===== src/include/latch_pt_pkg.sv =====
// Package of constants and carriers for the latch-corrected speed-point control.
package latch_pt_pkg;
   localparam int CLK_FREQ_HZ = 40000000;
   localparam int START_DELAY_US = 1000;
   localparam int START_DELAY_CYC = (CLK_FREQ_HZ / 1000000) * START_DELAY_US;
   localparam int DELAY_W = 16;
   localparam logic [15:0] ERR_NONE = 16'h0000;
   localparam logic [15:0] ERR_MULTI_LATCH = 16'h3070;
   localparam int POS_W = 32;
   localparam logic [POS_W-1:0] POS_RESET = 32'h00000000;

   typedef enum logic [1:0] {
      PAT_END,
      PAT_SPEED,
      PAT_OTHER
   } pattern_e;

   typedef struct packed {
      logic valid;
      logic [POS_W-1:0] position;
   } latch_evt_s;

   typedef struct packed {
      logic active;
      pattern_e pattern;
   } table_s;
endpackage : latch_pt_pkg


===== src/logic/latch_speed_point_ctrl.sv =====
// Latch-corrected speed-point positioning control for one axis.
`timescale 1ns/1ps

// Functional notes
// - On request the block prepares, then enters the latch-wait state.
// - Speed segment runs at target speed until its trigger, then continues.
// - Amplifier latch during an active speed table triggers the end-point table.
// - Latched amplifier position is captured and offered for correction.
// - Ordinary speed-point start contact is ignored while the function is active.
// - Following positioning starts one millisecond after the latch is detected.
// - Second latch within one operation gives error 16#3070 and error stop.
// - Actual speed and torque monitor values are withheld meanwhile.
module latch_speed_point_ctrl
   import latch_pt_pkg::*;
(
   input wire logic sys_clk_i,
   input wire logic sys_rst_i,
   input wire logic latch_req_i,
   input wire logic op_start_i,
   input wire logic op_done_i,
   input wire table_s table_i,
   input wire logic start_contact_i,
   input wire latch_evt_s amp_latch_i,
   input wire logic [POS_W-1:0] mon_speed_i,
   input wire logic [POS_W-1:0] mon_torque_i,
   output logic latch_wait_o,
   output logic armed_o,
   output logic next_table_o,
   output logic [POS_W-1:0] latch_pos_o,
   output logic latch_pos_valid_o,
   output logic error_stop_o,
   output logic [15:0] error_code_o,
   output logic [POS_W-1:0] mon_speed_o,
   output logic [POS_W-1:0] mon_torque_o,
   output logic mon_valid_o
);
   typedef enum logic [2:0] {
      ST_IDLE,
      ST_PREP,
      ST_WAIT,
      ST_DELAY,
      ST_USED,
      ST_ERROR
   } state_e;

   state_e state_reg, state_next;
   logic next_table_reg;
   logic [POS_W-1:0] latch_pos_reg;
   logic latch_pos_valid_reg;
   logic error_stop_reg;
   logic [15:0] error_code_reg;
   logic [POS_W-1:0] mon_speed_reg;
   logic [POS_W-1:0] mon_torque_reg;
   logic mon_valid_reg;
   logic delay_fire;
   logic next_table_next;
   logic [POS_W-1:0] latch_pos_next;
   logic latch_pos_valid_next;
   logic error_stop_next;
   logic [15:0] error_code_next;
   logic [POS_W-1:0] mon_speed_next;
   logic [POS_W-1:0] mon_torque_next;
   logic mon_valid_next;
   logic latch_wait_next;
   logic armed_next;
   logic latch_wait_reg;
   logic armed_reg;

   wire armed_w = (state_reg != ST_IDLE);
   wire speed_tbl_w = table_i.active && (table_i.pattern == PAT_SPEED);
   wire latch_hit_w = amp_latch_i.valid && speed_tbl_w;
   // Once one latch is taken, any further latch in the operation is a fault.
   wire second_w = amp_latch_i.valid &&
                   ((state_reg == ST_DELAY) || (state_reg == ST_USED));
   wire arm_delay_w = (state_reg == ST_WAIT) && latch_hit_w;
   // With the function armed the plain contact never triggers the table.
   wire contact_trig_w = !armed_w && speed_tbl_w && start_contact_i;
   wire hide_mon_w = armed_w && speed_tbl_w;

   // Flow: request, one preparation cycle, then wait for the amplifier latch.
   // A latch starts the fixed delay; the used state holds until the program
   // ends or restarts the operation, and a second latch locks the error.
   always_comb begin
      state_next = state_reg;
      unique case (state_reg)
         ST_IDLE: begin
            if (latch_req_i) begin
               state_next = ST_PREP;
            end
         end
         ST_PREP: begin
            state_next = ST_WAIT;
         end
         ST_WAIT: begin
            if (latch_hit_w) begin
               state_next = ST_DELAY;
            end
         end
         ST_DELAY: begin
            if (second_w) begin
               state_next = ST_ERROR;
            end else if (delay_fire) begin
               state_next = ST_USED;
            end
         end
         ST_USED: begin
            if (second_w) begin
               state_next = ST_ERROR;
            end else if (op_done_i || op_start_i) begin
               state_next = ST_WAIT;
            end
         end
         ST_ERROR: begin
            if (op_start_i) begin
               state_next = ST_WAIT;
            end
         end
      endcase
      // Dropping the request always wins, even in the error state.
      if (!latch_req_i) begin
         state_next = ST_IDLE;
      end
   end

   // A second latch or a dropped request stops the count, so no late start.
   start_delay u_delay (
      .sys_clk_i(sys_clk_i),
      .sys_rst_i(sys_rst_i),
      .arm_i(arm_delay_w),
      .cancel_i(!latch_req_i || second_w),
      .busy_o(),
      .fire_o(delay_fire)
   );

   // Without the function, the contact advances the table at once.
   assign next_table_next = delay_fire || contact_trig_w;
   // A capture beats an operation start in the same cycle.
   assign latch_pos_next = arm_delay_w ? amp_latch_i.position :
      latch_pos_reg;
   assign latch_pos_valid_next = arm_delay_w ? 1'b1 :
      (op_start_i ? 1'b0 : latch_pos_valid_reg);
   // The fault beats an operation start in the same cycle, so it is kept.
   assign error_stop_next = second_w ? 1'b1 :
      (op_start_i ? 1'b0 : error_stop_reg);
   assign error_code_next = second_w ? ERR_MULTI_LATCH :
      (op_start_i ? ERR_NONE : error_code_reg);
   // Withheld monitor words read zero so stale values are never mistaken.
   assign mon_speed_next = hide_mon_w ? POS_RESET : mon_speed_i;
   assign mon_torque_next = hide_mon_w ? POS_RESET : mon_torque_i;
   assign mon_valid_next = !hide_mon_w;
   // Status flags follow the next state so they line up with the state.
   assign latch_wait_next = (state_next == ST_WAIT);
   assign armed_next = (state_next != ST_IDLE);

   always_ff @(posedge sys_clk_i) begin
      if (sys_rst_i) begin
         state_reg <= ST_IDLE;
         next_table_reg <= 1'b0;
      end else begin
         state_reg <= state_next;
         next_table_reg <= next_table_next;
      end
   end

   always_ff @(posedge sys_clk_i) begin
      if (sys_rst_i) begin
         latch_pos_reg <= POS_RESET;
         latch_pos_valid_reg <= 1'b0;
      end else begin
         latch_pos_reg <= latch_pos_next;
         latch_pos_valid_reg <= latch_pos_valid_next;
      end
   end

   always_ff @(posedge sys_clk_i) begin
      if (sys_rst_i) begin
         error_stop_reg <= 1'b0;
         error_code_reg <= ERR_NONE;
      end else begin
         error_stop_reg <= error_stop_next;
         error_code_reg <= error_code_next;
      end
   end

   always_ff @(posedge sys_clk_i) begin
      if (sys_rst_i) begin
         mon_speed_reg <= POS_RESET;
         mon_torque_reg <= POS_RESET;
         mon_valid_reg <= 1'b0;
      end else begin
         mon_speed_reg <= mon_speed_next;
         mon_torque_reg <= mon_torque_next;
         mon_valid_reg <= mon_valid_next;
      end
   end

   always_ff @(posedge sys_clk_i) begin
      if (sys_rst_i) begin
         latch_wait_reg <= 1'b0;
         armed_reg <= 1'b0;
      end else begin
         latch_wait_reg <= latch_wait_next;
         armed_reg <= armed_next;
      end
   end

   assign latch_wait_o = latch_wait_reg;
   assign armed_o = armed_reg;
   assign next_table_o = next_table_reg;
   assign latch_pos_o = latch_pos_reg;
   assign latch_pos_valid_o = latch_pos_valid_reg;
   assign error_stop_o = error_stop_reg;
   assign error_code_o = error_code_reg;
   assign mon_speed_o = mon_speed_reg;
   assign mon_torque_o = mon_torque_reg;
   assign mon_valid_o = mon_valid_reg;
endmodule : latch_speed_point_ctrl


===== src/logic/start_delay.sv =====
// Delay counter that issues one start pulse a fixed time after arming.
`timescale 1ns/1ps
module start_delay
   import latch_pt_pkg::*;
(
   input wire logic sys_clk_i,
   input wire logic sys_rst_i,
   input wire logic arm_i,
   input wire logic cancel_i,
   output logic busy_o,
   output logic fire_o
);
   logic [DELAY_W-1:0] count_reg;
   logic busy_reg;
   logic fire_reg;
   logic last_w;

   // The owner registers the fire pulse once more, so the count stops one
   // cycle short and the visible start lands a whole delay after arming.
   assign last_w = (count_reg == DELAY_W'(START_DELAY_CYC - 2));

   always_ff @(posedge sys_clk_i) begin
      if (sys_rst_i || cancel_i) begin
         count_reg <= '0;
         busy_reg <= 1'b0;
         fire_reg <= 1'b0;
      end else begin
         fire_reg <= busy_reg && last_w;
         if (arm_i && !busy_reg) begin
            busy_reg <= 1'b1;
            count_reg <= '0;
         end else if (busy_reg) begin
            busy_reg <= !last_w;
            count_reg <= count_reg + DELAY_W'(1);
         end
      end
   end

   assign busy_o = busy_reg;
   assign fire_o = fire_reg;
endmodule : start_delay


===== config.mk =====
export PLATFORM = sky130hd
export DESIGN_NAME = latch_speed_point_ctrl
export DESIGN_NICKNAME = d
export VERILOG_FILES = /design/src/include/latch_pt_pkg.sv /design/src/logic/latch_speed_point_ctrl.sv /design/src/logic/start_delay.sv
export SDC_FILE = /design/constraint.sdc
export NUM_CORES = 1
export LEC_CHECK = 0
export ABC_CLOCK_PERIOD_IN_PS = 2760
export BUFFER_PORTS_ARGS = -buffer_cell sky130_fd_sc_hd__buf_4
export CAP_MARGIN = 20
export CORE_ASPECT_RATIO = 0.7
export CORE_MARGIN = 2
export CORE_UTILIZATION = 46
export CTS_BUF_LIST = sky130_fd_sc_hd__clkbuf_4
export DETAILED_ROUTE_END_ITERATION = 6
export GPL_TIMING_DRIVEN = 0
export PLACE_DENSITY = 0.82
export SLEW_MARGIN = 20
export SYNTH_ARGS = -nofsm -noshare
export SYNTH_HDL_FRONTEND = slang
export SYNTH_HIERARCHICAL = 1
export SYNTH_SLANG_ARGS = --single-unit

===== constraint.sdc =====
create_clock -name sys_clk_i -period 2.76 [get_ports sys_clk_i]
set_clock_uncertainty 0.15 [all_clocks]
set_input_delay 0.138 -clock sys_clk_i [delete_from_list [all_inputs] [get_ports sys_clk_i]]
set_output_delay 0.138 -clock sys_clk_i [all_outputs]
set_load 0.02 [all_outputs]

Word level (Yosys, flattened, before mapping)
Cells that the tools add are included.
- register bits: 128
- input bits: 106
- output and inout bits: 118
- $add $sub $neg: 1
- equality and inequality tests: 8
- multiplexer cells: 15
- reductions and logical operators: 26
- operator list (kind ; count):
    $mux W14 ; 2
    $mux W3 ; 7
    $pmux W3 S6 ; 1
    $add A16 B1 Y16 const B ; 1
    $eq A16 B16 Y1 const B ; 1
    $eq A3 B2 Y1 const B ; 3
    $logic_and A1 B1 Y1 ; 9
    $eq A3 B3 Y1 const B ; 2
    $reduce_bool A3 Y1 ; 2
    $logic_not A1 Y1 ; 5
    $logic_or A1 B1 Y1 ; 5
    $mux W1 ; 5
    $reduce_bool A2 Y1 ; 2
    $reduce_or A2 Y1 ; 2
    $eq A3 B1 Y1 const B ; 1
    $logic_not A3 Y1 ; 1
    $eq A2 B1 Y1 const B ; 1

Depth between registers and ports, before layout
Gate-level depths: netlist of the first run.
- word-level depth: 7
- depth in mapped cells: 9

Modules after synthesis
Netlist of the first run, hierarchy kept.
- by module, submodules not included (module ; times used ; cells each ; area an instance (um^2) ; seq. area each (um^2)):
    latch_speed_point_ctrl ; 1 ; 338 ; 3359.5 ; 2102.0
    start_delay ; 1 ; 97 ; 843.3 ; 360.3

Least setup slack after synthesis of the first run
OpenSTA, ideal clock, no wires.
- kind: reg2reg
- start point: reg state_reg[2]
- end point: reg u_delay.count_reg[10]
- library setup time: 0.128 ns
- arrival: 1.710 ns
- data required time: 2.482 ns
- slack: 0.772 ns
- cell stages (with the launch flop): 10
- path buffers: 3
- clock period less this slack: 1.988 ns
- cell sequence: dfxtp_1 -> buf_4 -> nor2_4 -> nand4_4 -> inv_2 -> buf_4 -> inv_1 -> o21ai_1 -> clkbuf_1 -> nor2_1
- elaborated cells on any way between the ends: 10
- classes of those cells: eq/ne (3); reduce/logical (7)
- RTL lines (what ; line ; RTL):
    from (decl) ; latch_speed_point_ctrl.sv:46 ; state_e state_reg, state_next;
    from (signal assigned) ; latch_speed_point_ctrl.sv:160 ; state_reg <= state_next;
    $eq A3 B2 Y1 ; latch_speed_point_ctrl.sv:75 ; wire arm_delay_w = (state_reg == ST_WAIT) && latch_hit_w;
    $logic_and A1 B1 Y1 ; latch_speed_point_ctrl.sv:75 ;
    net arm_delay_w ; latch_speed_point_ctrl.sv:75 ;
    $logic_and A1 B1 Y1 ; start_delay.sv:29 ; if (arm_i && !busy_reg) begin
    $reduce_or A2 Y1 (no source line) ; - ;
    to (signal assigned) ; start_delay.sv:34 ; count_reg <= count_reg + DELAY_W'(1);
    to (decl) ; start_delay.sv:13 ; logic [DELAY_W-1:0] count_reg;
The timed path passes the listed nets, and every way through them passes these cells.
A chain may end at the register's enable or synchronous reset.

Worst setup path after layout of the first run
- start point: reg state_reg[2]
- end point: reg latch_pos_reg[30], in the netlist latch_pos_o[30]
- cells in the longest elaborated chain, start to end: 2
- RTL lines (what ; line ; RTL):
    $eq A3 B2 Y1 ; latch_speed_point_ctrl.sv:75 ;
    $logic_and A1 B1 Y1 ; latch_speed_point_ctrl.sv:75 ;
    to (signal assigned) ; latch_speed_point_ctrl.sv:170 ; latch_pos_reg <= latch_pos_next;
    to (decl) ; latch_speed_point_ctrl.sv:48 ; logic [POS_W-1:0] latch_pos_reg;
No other way between the ends.

==> results of run 1 <==
[cell usage after synthesis, drive strengths merged (2+ instances only)]
cell,number
a21oi,40
dfxtp,123
nand4,5
xor2,4
inv,7
nand2b,3
ha,2
nand3,7
and2,65
o21ai,8
and3,2
nor4,7
or3,6
nor2,20
nand2,75
o22ai,2
buf,23
clkbuf,14
xnor2,7
[metal layers]
layer  share of wire  up-vias
met3           0.081       40
met1            0.36     1995
met2            0.52      202
met5               0        -
li1                -     2095
met4           0.038        0
[critical path, cell delays in order (launching register included)]
cell and delay, ns:
dfxtp_1 0.31, buf_4 0.16, nor2_4 0.16, nand4_4 0.18, inv_2 0.20, nand2_1 0.08
dlygate4sd3_1 0.55, a21oi_1 0.12, dlygate4sd3_1 0.56
[worst min path at each step]
stage / startpoint / endpoint / slack, ns / cells past startpoint
2_1_floorplan: sys_rst_i / u_delay/fire_o / 0.07 / 1
3_3_place_gp: sys_rst_i / u_delay/fire_o / 0.18 / 2
3_5_place_dp: sys_rst_i / u_delay/busy_o / 0.19 / 2
4_1_cts: table_i[2] / next_table_o / 0.04 / 4
5_1_grt: table_i[2] / next_table_o / 0.08 / 4
6_report: table_i[2] / next_table_o / 0.08 / 4
[layout make-up]
type / instances / area [um^2] / share of cell area
Tap cell: 124 / 155 / 0.0211
Timing Repair Buffer: 322 / 2690 / 0.367
Clock inverter: 15 / 126 / 0.0172
Buffer: 37 / 229 / 0.0312
Inverter: 7 / 26.3 / 0.00358
Multi-Input combinational cell: 278 / 1520 / 0.207
Clock buffer: 17 / 128 / 0.0174
Sequential cell: 123 / 2460 / 0.335
[per-stage QoR]
step / util / instance area [um^2] / instances / setup slack, ns
6_report: 0.819 / 7340 / 923 / 0.256
5_1_grt: 0.819 / 7340 / 923 / 0.118
4_1_cts: 0.819 / 7340 / 923 / 0.267
3_5_place_dp: 0.668 / 5990 / 781 / 0.303
3_3_place_gp: 0.668 / 5990 / 781 / 0.405
2_1_floorplan: - / 4240 / 445 / 0.772
[cells in the final DEF, fill, tap and decap left out, drive strengths merged, types with 2 or more instances in the layout]
| cell | n |
|---|---|
| dlygate4sd3 | 110 |
| clkbuf | 31 |
| nor4 | 7 |
| inv | 8 |
| or3 | 6 |
| and3 | 2 |
| buf | 235 |
| nand4 | 5 |
| o22ai | 2 |
| ha | 2 |
| xor2 | 4 |
| xnor2 | 7 |
| clkinv | 11 |
| and2 | 65 |
| clkinvlp | 2 |
| nand3 | 7 |
| o21ai | 8 |
| a21oi | 40 |
| nand2b | 3 |
| nor2 | 20 |
| dfxtp | 123 |
| conb | 11 |
| nand2 | 75 |
[report_power, final]
part / switching, W / leakage, nW / internal, W / total, W
clock: 0.000711 / 0.139 / 0.000444 / 0.00115
combinational: 0.000230 / 2.16 / 0.000311 / 0.000540
sequential: 0.0000237 / 1.01 / 0.00183 / 0.00186
[kinds of logic after synthesis]
| group | count (synthesis) | share of synthesized area |
|---|---|---|
| other | 1 | 0.000892 |
| AND/OR/NAND/NOR | 198 | 0.250 |
| XOR/XNOR | 11 | 0.0229 |
| flip-flops | 123 | 0.586 |
| multiplexers | 1 | 0.00238 |
| adder cells (fa/ha/maj) | 2 | 0.00595 |
| buffers and inverters | 44 | 0.0607 |
| AO/OA/AOI/OAI | 55 | 0.0709 |
==> reports/qor.yml, run 1 <==
post_cts_resized: 0
ys_async_sr_fraction: 0
start_util: 0.469
coreArea_um2: 8960
worstMarginPinSlew_ns: 0.512
grt_first_pass_wirelength_mm: 22.1
clock-sinks: 123
powerDensity_nw_per_um2: 484
die_y_um: 84.0
cts_htree_levels: 4
irDropWorstVdd_mv: 0.479
clk_pin_slew_ns: 0.11
rows: 29
synth-edff-count: 0
yosysTopAreaCell: "dfxtp_1"
crit_path_end: "latch_pos_o[30]"
r2r-start: "state_reg[2]"
n_antenna_cell: 0
period_share: 0.907
yosysTopAreaCellShare: 0.586
yosys_warnings: 6
start_kind: "flop"
grt_antenna_before_repair: 0
area_delta_synth_final_pct: 74.7
worstRegToRegCells: 8
grt_use_met2: 0.522
critPathKind: "reg2reg"
gr-usage-met1: 0.285
r2r_slack_ns: 0.26
ys_ff_latch: 123
grt_max_degree: 17
top_usage_layer: "met2"
track_usage: 0.288
place_congestion: 0.814
p_leak_nw: 3.30
die-area_um2: 9930
dr.pass1.iters: 5
cts_root_buf: "clkbuf_4"
crit-reg2reg-capture: "latch_pos_o[30]"
worst_hold_path_type: "in2reg"
hold_buffers: 110
use_met3: 0.0915
io_pins: 224
drt-total-wl_mm: 14.3
holdWs_ns: 0.0805
synth_cell_types: 42
synth_cells: 435
arrival_ns: 2.80
route.detailed.drc: 0
cts_buffers: 17
netlist_area_um2: 4200
rsz0062_at_grt: "false"
grt_pass1_vias: 4514
nFillCells: 500
wl_per_cell_um: 15.5
synth_ff_type: "dfxtp_1"
max_freq_mhz: 399
p_total_w: 0.00355
synth.avg_cell_area_um2: 9.66
status: "finished, final reports clean"
drt_iter0_drc: 201
cts_tree: "done"
synth-seq-area-share: 0.586
viasPerCell: 4.69
critPathCaptureType: "flop"
grt_remaining_overflow: 0
synth_area_leaders: "dfxtp_1 (59%), and2_1 (9.7%), nand2_1 (6.7%)"
clk_latency_ns: 0.50
dp_hpwl_mm: 8.23
cts_buffer_depth: 2
cp.required_ns: 3.06
slew_headroom: 0.658
fin_nets: 894
routed-via-count: 4332
cp_max_fo: 8
setup_tns_ns: 0
ant_nets: 0
die_x_um: 118
cts_setup_buffers: 0
startpoint: "state_reg[2]"
finalSetupViolations: 0
maxCapViolations: 0
final.min_clock_period_ns: 2.50
drive_above_1_share: 0.352
portBuffers: 212
hold_viol: 0
drv_slew: 0
No activity file was read; power rests on OpenSTA's default activity.
==> run 2: changes to the inputs <==
Settings changed: ABC_AREA set to 1, CORE_UTILIZATION 46 to 47.
==> reports/qor.yml, run 2 <==
arrival_ns: 2.34
synth_area_leaders: "dfxtp_1 (55%), nor2_1 (13%), inv_1 (7.6%)"
drv_slew: 0
wl_per_cell_um: 15.7
maxCapViolations: 0
drt_iter0_drc: 354
critPathMaxStageDelay_ns: 0.46
grt_antenna_before_repair: 0
critPathKind: "reg2reg"
r2r_slack_ns: 0.72
cts_htree_levels: 4
crit_path_end: "u_delay/count_reg[5]"
synth.avg_cell_area_um2: 8.00
final_cell_mix: "buf_4 (229), nor2_1 (161), dfxtp_1 (123)"
synth_cell_types: 31
track_usage: 0.317
start_util: 0.490
fin_util: 0.838
cts_tree: "done"
rows: 29
layout.cells.non_filler: 1050
worstRegToRegCells: 11
dp_hpwl_mm: 9.22
post_cts_resized: 0
start_kind: "flop"
yosysTopAreaCellShare: 0.545
io_pins: 224
routed-via-count: 4947
clock-sinks: 123
switching_share: 0.253
place_congestion: 0.880
startpoint: "state_reg[0]"
critPathSlowestCell: "dfxtp_1"
yosysTopAreaCell: "dfxtp_1"
hold_viol: 0
yosys_warnings: 6
drive_above_1_share: 0.317
cp_max_fo: 10
cp_common_cell: "nor2_1"
viasPerCell: 4.71
max_freq_mhz: 490
path_cells: "inv_2, nand2_1, nor2_1, o21ai_0, nand2_1, nor2_1, inv_1, a21oi_4, buf_6, o21ai_1, nor2_1"
ys_ff_latch: 123
p_leak_nw: 3.97
synth_common_cells: "nor2_1 (161), dfxtp_1 (123), inv_1 (92)"
r2r-start: "state_reg[0]"
worst_slack_ns: 0.718
die-area_um2: 10400
setup_tns_ns: 0
clkPwrFrac: 0.389
area_delta_synth_final_pct: 71.1
grt_first_pass_wirelength_mm: 25.3
fin_nets: 1020
ant_nets: 0
power_frac_seq: 0.470
clk_pin_slew_ns: 0.11
cts_buffer_depth: 2
clk_latency_ns: 0.51
status: "finished, final reports clean"
cp.required_ns: 3.06
die_y_um: 86.0
rsz0062_at_grt: "false"
place_inst: 910
cts_buffers: 17
coreArea_um2: 9220
synth-seq-area-share: 0.545
critPathCaptureType: "flop"
die_x_um: 121
comb_power_share: 0.141
grt_max_degree: 17
portBuffers: 212
holdWs_ns: 0.0441
synth_cells: 564
cts_root_buf: "clkbuf_4"
grt_remaining_overflow: 0
grt_pass1_vias: 5272
worst_hold_path_type: "in2reg"
power.switching_w: 0.000996
crit-reg2reg-capture: "u_delay/count_reg[5]"
layout_commonest_cell: "buf_4"
period_share: 0.740
yosysMostFrequentCell: "nor2_1"
route.detailed.drc: 0
netlist_area_um2: 4510
synth-edff-count: 0
dpl_worst_slack_ns: 0.766
dr.pass1.iters: 5
powerDensity_nw_per_um2: 510
synth_ff_type: "dfxtp_1"
p_int_w: 0.00294
final.min_clock_period_ns: 2.04
drt-total-wl_mm: 16.5
irDropWorstVdd_mv: 0.462
ys_async_sr_fraction: 0
finalSetupViolations: 0
[run 2: through the flow]
step / cell area [um^2] / total power (W)
final: 7720 / 0.00394
after global routing: 7720 / 0.00406
after CTS: 7720 / 0.00390
after detailed placement: 6300 / 0.00230
after global placement: 6300 / 0.00229
after floorplan: 4550 / 0.00207
[run 2: worst min-delay path by stage]
stage	startpoint	to	slack (ns)	cells past startpoint
final	table_i[1]	latch_pos_o[1]	0.04	6
after global routing	table_i[1]	latch_pos_o[1]	0.07	6
after CTS	table_i[1]	latch_pos_o[1]	0.03	6
after detailed placement	mon_speed_i[16]	mon_speed_o[16]	0.21	3
after global placement	mon_speed_i[23]	mon_speed_o[23]	0.20	3
after floorplan	sys_rst_i	error_code_o[12]	0.06	1
[run 2: timing repair]
| item | 4_1_cts | 5_1_grt |
|---|---|---|
| hold buffers | 107 | 0 |
| setup buffers | 0 | 0 |
| endpoints found under the hold margin | 108 | 0 |
[run 2: cell families (layout without fill, tap and decap cells)]
family | count (synthesis) | count (layout) | share of synthesized area
buffers and inverters | 130 | 481 | 0.143
other | 1 | 12 | 0.000831
XOR/XNOR | 1 | 1 | 0.00194
AO/OA/AOI/OAI | 58 | 58 | 0.0682
AND/OR/NAND/NOR | 249 | 249 | 0.235
flip-flops | 123 | 123 | 0.545
adder cells (fa/ha/maj) | 2 | 2 | 0.00554
[run 2: final cells by class]
cell class	count	area [um^2]
antenna	1	2.50
buffer	34	284
clock buffer	17	128
clock inverter	15	223
fill	505	1490
inverter	96	363
multi-input combinational	321	1440
sequential	123	2460
tap	124	155
timing repair buffer	319	2660
[run 2: power groups by stage]
stage               Combinational, W  Clock [W]  Sequential [W]
finish                      0.000556    0.00153         0.00185
global route                0.000589    0.00162         0.00186
CTS                         0.000530    0.00152         0.00185
detailed placement          0.000409          0         0.00189
global placement            0.000400          0         0.00189
floorplan                   0.000111          0         0.00196
[run 2: routing by layer]
layer | GRT usage | vias to the layer above | part of all wire
met2 | 0.623 | 249 | 0.54
met5 | 0 | - | 0
met1 | 0.305 | 2272 | 0.34
li1 | - | 2372 | -
met3 | 0.0785 | 54 | 0.075
met4 | 0.163 | 0 | 0.040
[run 2: worst max-delay path, delay by kind of cell (launching register included)]
| family | cells | cell delay, ns |
|---|---|---|
| buf+inv | 3 | 0.38 |
| simple gates | 5 | 0.51 |
| flops | 1 | 0.46 |
| compound gates | 3 | 0.49 |
==> run 3: changes to the inputs <==
Settings changed: ABC_CLOCK_PERIOD_IN_PS 2760 to 1700, CORE_UTILIZATION 47 to 43, PLACE_DENSITY 0.82 to 0.79.
Clock period 2.76 ns to 1.7 ns, I/O delays scaled along.
==> reports/qor.yml, run 3 (synthesis gave the netlist of run 2 again) <==
status: "finished, violations left"
violations: "setup timing"
ant_nets: 0
worst_hold_path.endpoint: "mon_speed_o[19]"
worst_slack_ns: -0.0687
worstMarginPinSlew_ns: 0.505
drt_iter0_drc: 190
critPathMaxStageDelay_ns: 0.42
rsz0062_at_grt: "true"
max_freq_mhz: 565
switching_share: 0.272
final_cell_mix: "buf_4 (234), nor2_1 (156), dfxtp_1 (120)"
critPathCaptureType: "flop"
wl_per_cell_um: 14.7
period_share: 1.04
rows: 31
r2r_slack_ns: -0.07
die_x_um: 126
cp_max_fo: 5
start_kind: "flop"
p_int_w: 0.00435
r2r-start: "state_reg[0]"
clock-sinks: 123
power.switching_w: 0.00162
clk_latency_ns: 0.53
routed-via-count: 4970
dr.pass1.iters: 5
viasPerCell: 4.66
fin_util: 0.761
drv_slew: 0
grt_antenna_before_repair: 2
portBuffers: 212
critPathKind: "reg2reg"
cts_buffers: 17
route.detailed.drc: 0
worst_hold_path_type: "in2reg"
cts_htree_levels: 4
io_pins: 224
drt-total-wl_mm: 15.7
holdWs_ns: 0.165
clk_pin_slew_ns: 0.12
hold_depth: 4
path_cells: "inv_6, nand2_4, nor2_4, o21ai_2, nand2_1, nor2_2, inv_2, a21oi_4, buf_6, o21ai_2, nor2_1"
min-delay-start: "mon_speed_i[19]"
crit-reg2reg-capture: "u_delay/count_reg[5]"
die-area_um2: 11300
layout_commonest_cell: "buf_4"
grt_pass1_vias: 5089
fin_nets: 1027
cp_common_cell: "o21ai_2"
drive_above_1_share: 0.348
cts_tree: "done"
final.min_clock_period_ns: 1.77
slew_headroom: 0.663
cts_root_buf: "clkbuf_4"
grt_remaining_overflow: 0
arrival_ns: 2.07
nFillCells: 631
dp_hpwl_mm: 8.95
power_frac_seq: 0.503
grt_max_degree: 17
coreArea_um2: 10300
hold_viol: 0
start_util: 0.439
worstRegToRegCells: 11
critical_path.top_delay_family: "flip-flops"
regArea_um2: 2470
area_delta_synth_final_pct: 73.3
maxCapViolations: 0
place_congestion: 0.882
cp.required_ns: 2.00
cts_buffer_depth: 2
critPathSlowestCell: "dfxtp_4"
comb_power_share: 0.155
die_y_um: 89.7
finalSetupViolations: 17
track_usage: 0.271
p_leak_nw: 3.98
path_buf_inv: 3
clkPwrFrac: 0.342
irDropWorstVdd_mv: 0.629
multi_input_area_um2: 1520
grt_first_pass_wirelength_mm: 24.3
powerDensity_nw_per_um2: 763
run 3: changes by cell type in the layout (fill, tap and decap cells not counted), sizes merged:
cell / before / now
clkinv: 7 / 9
bufinv: 5 / 2
clkinvlp: 2 / 3
diode: 1 / 2
buf: 243 / 250
run 3: power by group through the flow:
| stage | combinational [W] | sequential (W) | clock [W] |
|---|---|---|---|
| 2_1_floorplan | 0.000181 | 0.00318 | 0 |
| 3_3_place_gp | 0.000651 | 0.00306 | 0 |
| 3_5_place_dp | 0.000663 | 0.00306 | 0 |
| 4_1_cts | 0.000873 | 0.00300 | 0.00203 |
| 5_1_grt | 0.000977 | 0.00301 | 0.00220 |
| 6_report | 0.000923 | 0.00300 | 0.00204 |
run 3: worst register-to-register path, cell delays in order, from the launching register on:
cell	delay (ns)
dfxtp_4	0.42
inv_6	0.06
nand2_4	0.08
nor2_4	0.04
o21ai_2	0.15
nand2_1	0.09
nor2_2	0.12
inv_2	0.07
a21oi_4	0.22
buf_6	0.17
o21ai_2	0.05
nor2_1	0.09
run 3: worst max-delay path by stage:
stage / startpoint / to / slack [ns] / cells after the start
finish: state_reg[0] / u_delay/count_reg[5] / -0.07 / 11
global route: state_reg[0] / u_delay/count_reg[15] / -0.17 / 11
CTS: state_reg[1] / u_delay/count_reg[7] / -0.03 / 11
detailed placement: state_reg[0] / u_delay/count_reg[7] / -0.33 / 11
global placement: state_reg[0] / u_delay/count_reg[7] / -0.24 / 11
floorplan: state_reg[0] / u_delay/count_reg[7] / 0.03 / 11
run 3: layer usage:
layer,wire length (um),GRT usage
met1,5600,0.271
met2,8420,0.521
met3,1180,0.0815
met4,489,0.103
met5,0,0
run 3: timing repair:
item,4_1_cts,5_1_grt
hold endpoints to repair,122,18
pin swaps,5,4
cloned,1,0
setup endpoints to repair,16,17
setup buffers,4,3
gates resized for setup,23,17
hold buffers,104,3
run 3: cell type report:
cell class / instances / area share
diodes: 2 / 0.000640
plain buffers: 33 / 0.0357
clock buffers: 17 / 0.0163
clock inverters: 15 / 0.0192
inverters: 96 / 0.0476
multi-input cells: 321 / 0.194
flip-flops and latches: 123 / 0.316
well taps: 132 / 0.0211
repair buffers: 327 / 0.349
run 3: stage by stage:
step | setup TNS, ns | setup WS [ns] | total power (W) | instance area (um^2) | instances
6_report | -0.600 | -0.0687 | 0.00597 | 7830 | 1066
2_1_floorplan | 0 | 0.0263 | 0.00336 | 4550 | 574
5_1_grt | -2.37 | -0.169 | 0.00619 | 7830 | 1066
3_5_place_dp | -4.34 | -0.326 | 0.00373 | 6310 | 918
4_1_cts | -0.129 | -0.0335 | 0.00591 | 7710 | 1058
3_3_place_gp | -2.87 | -0.243 | 0.00371 | 6310 | 918
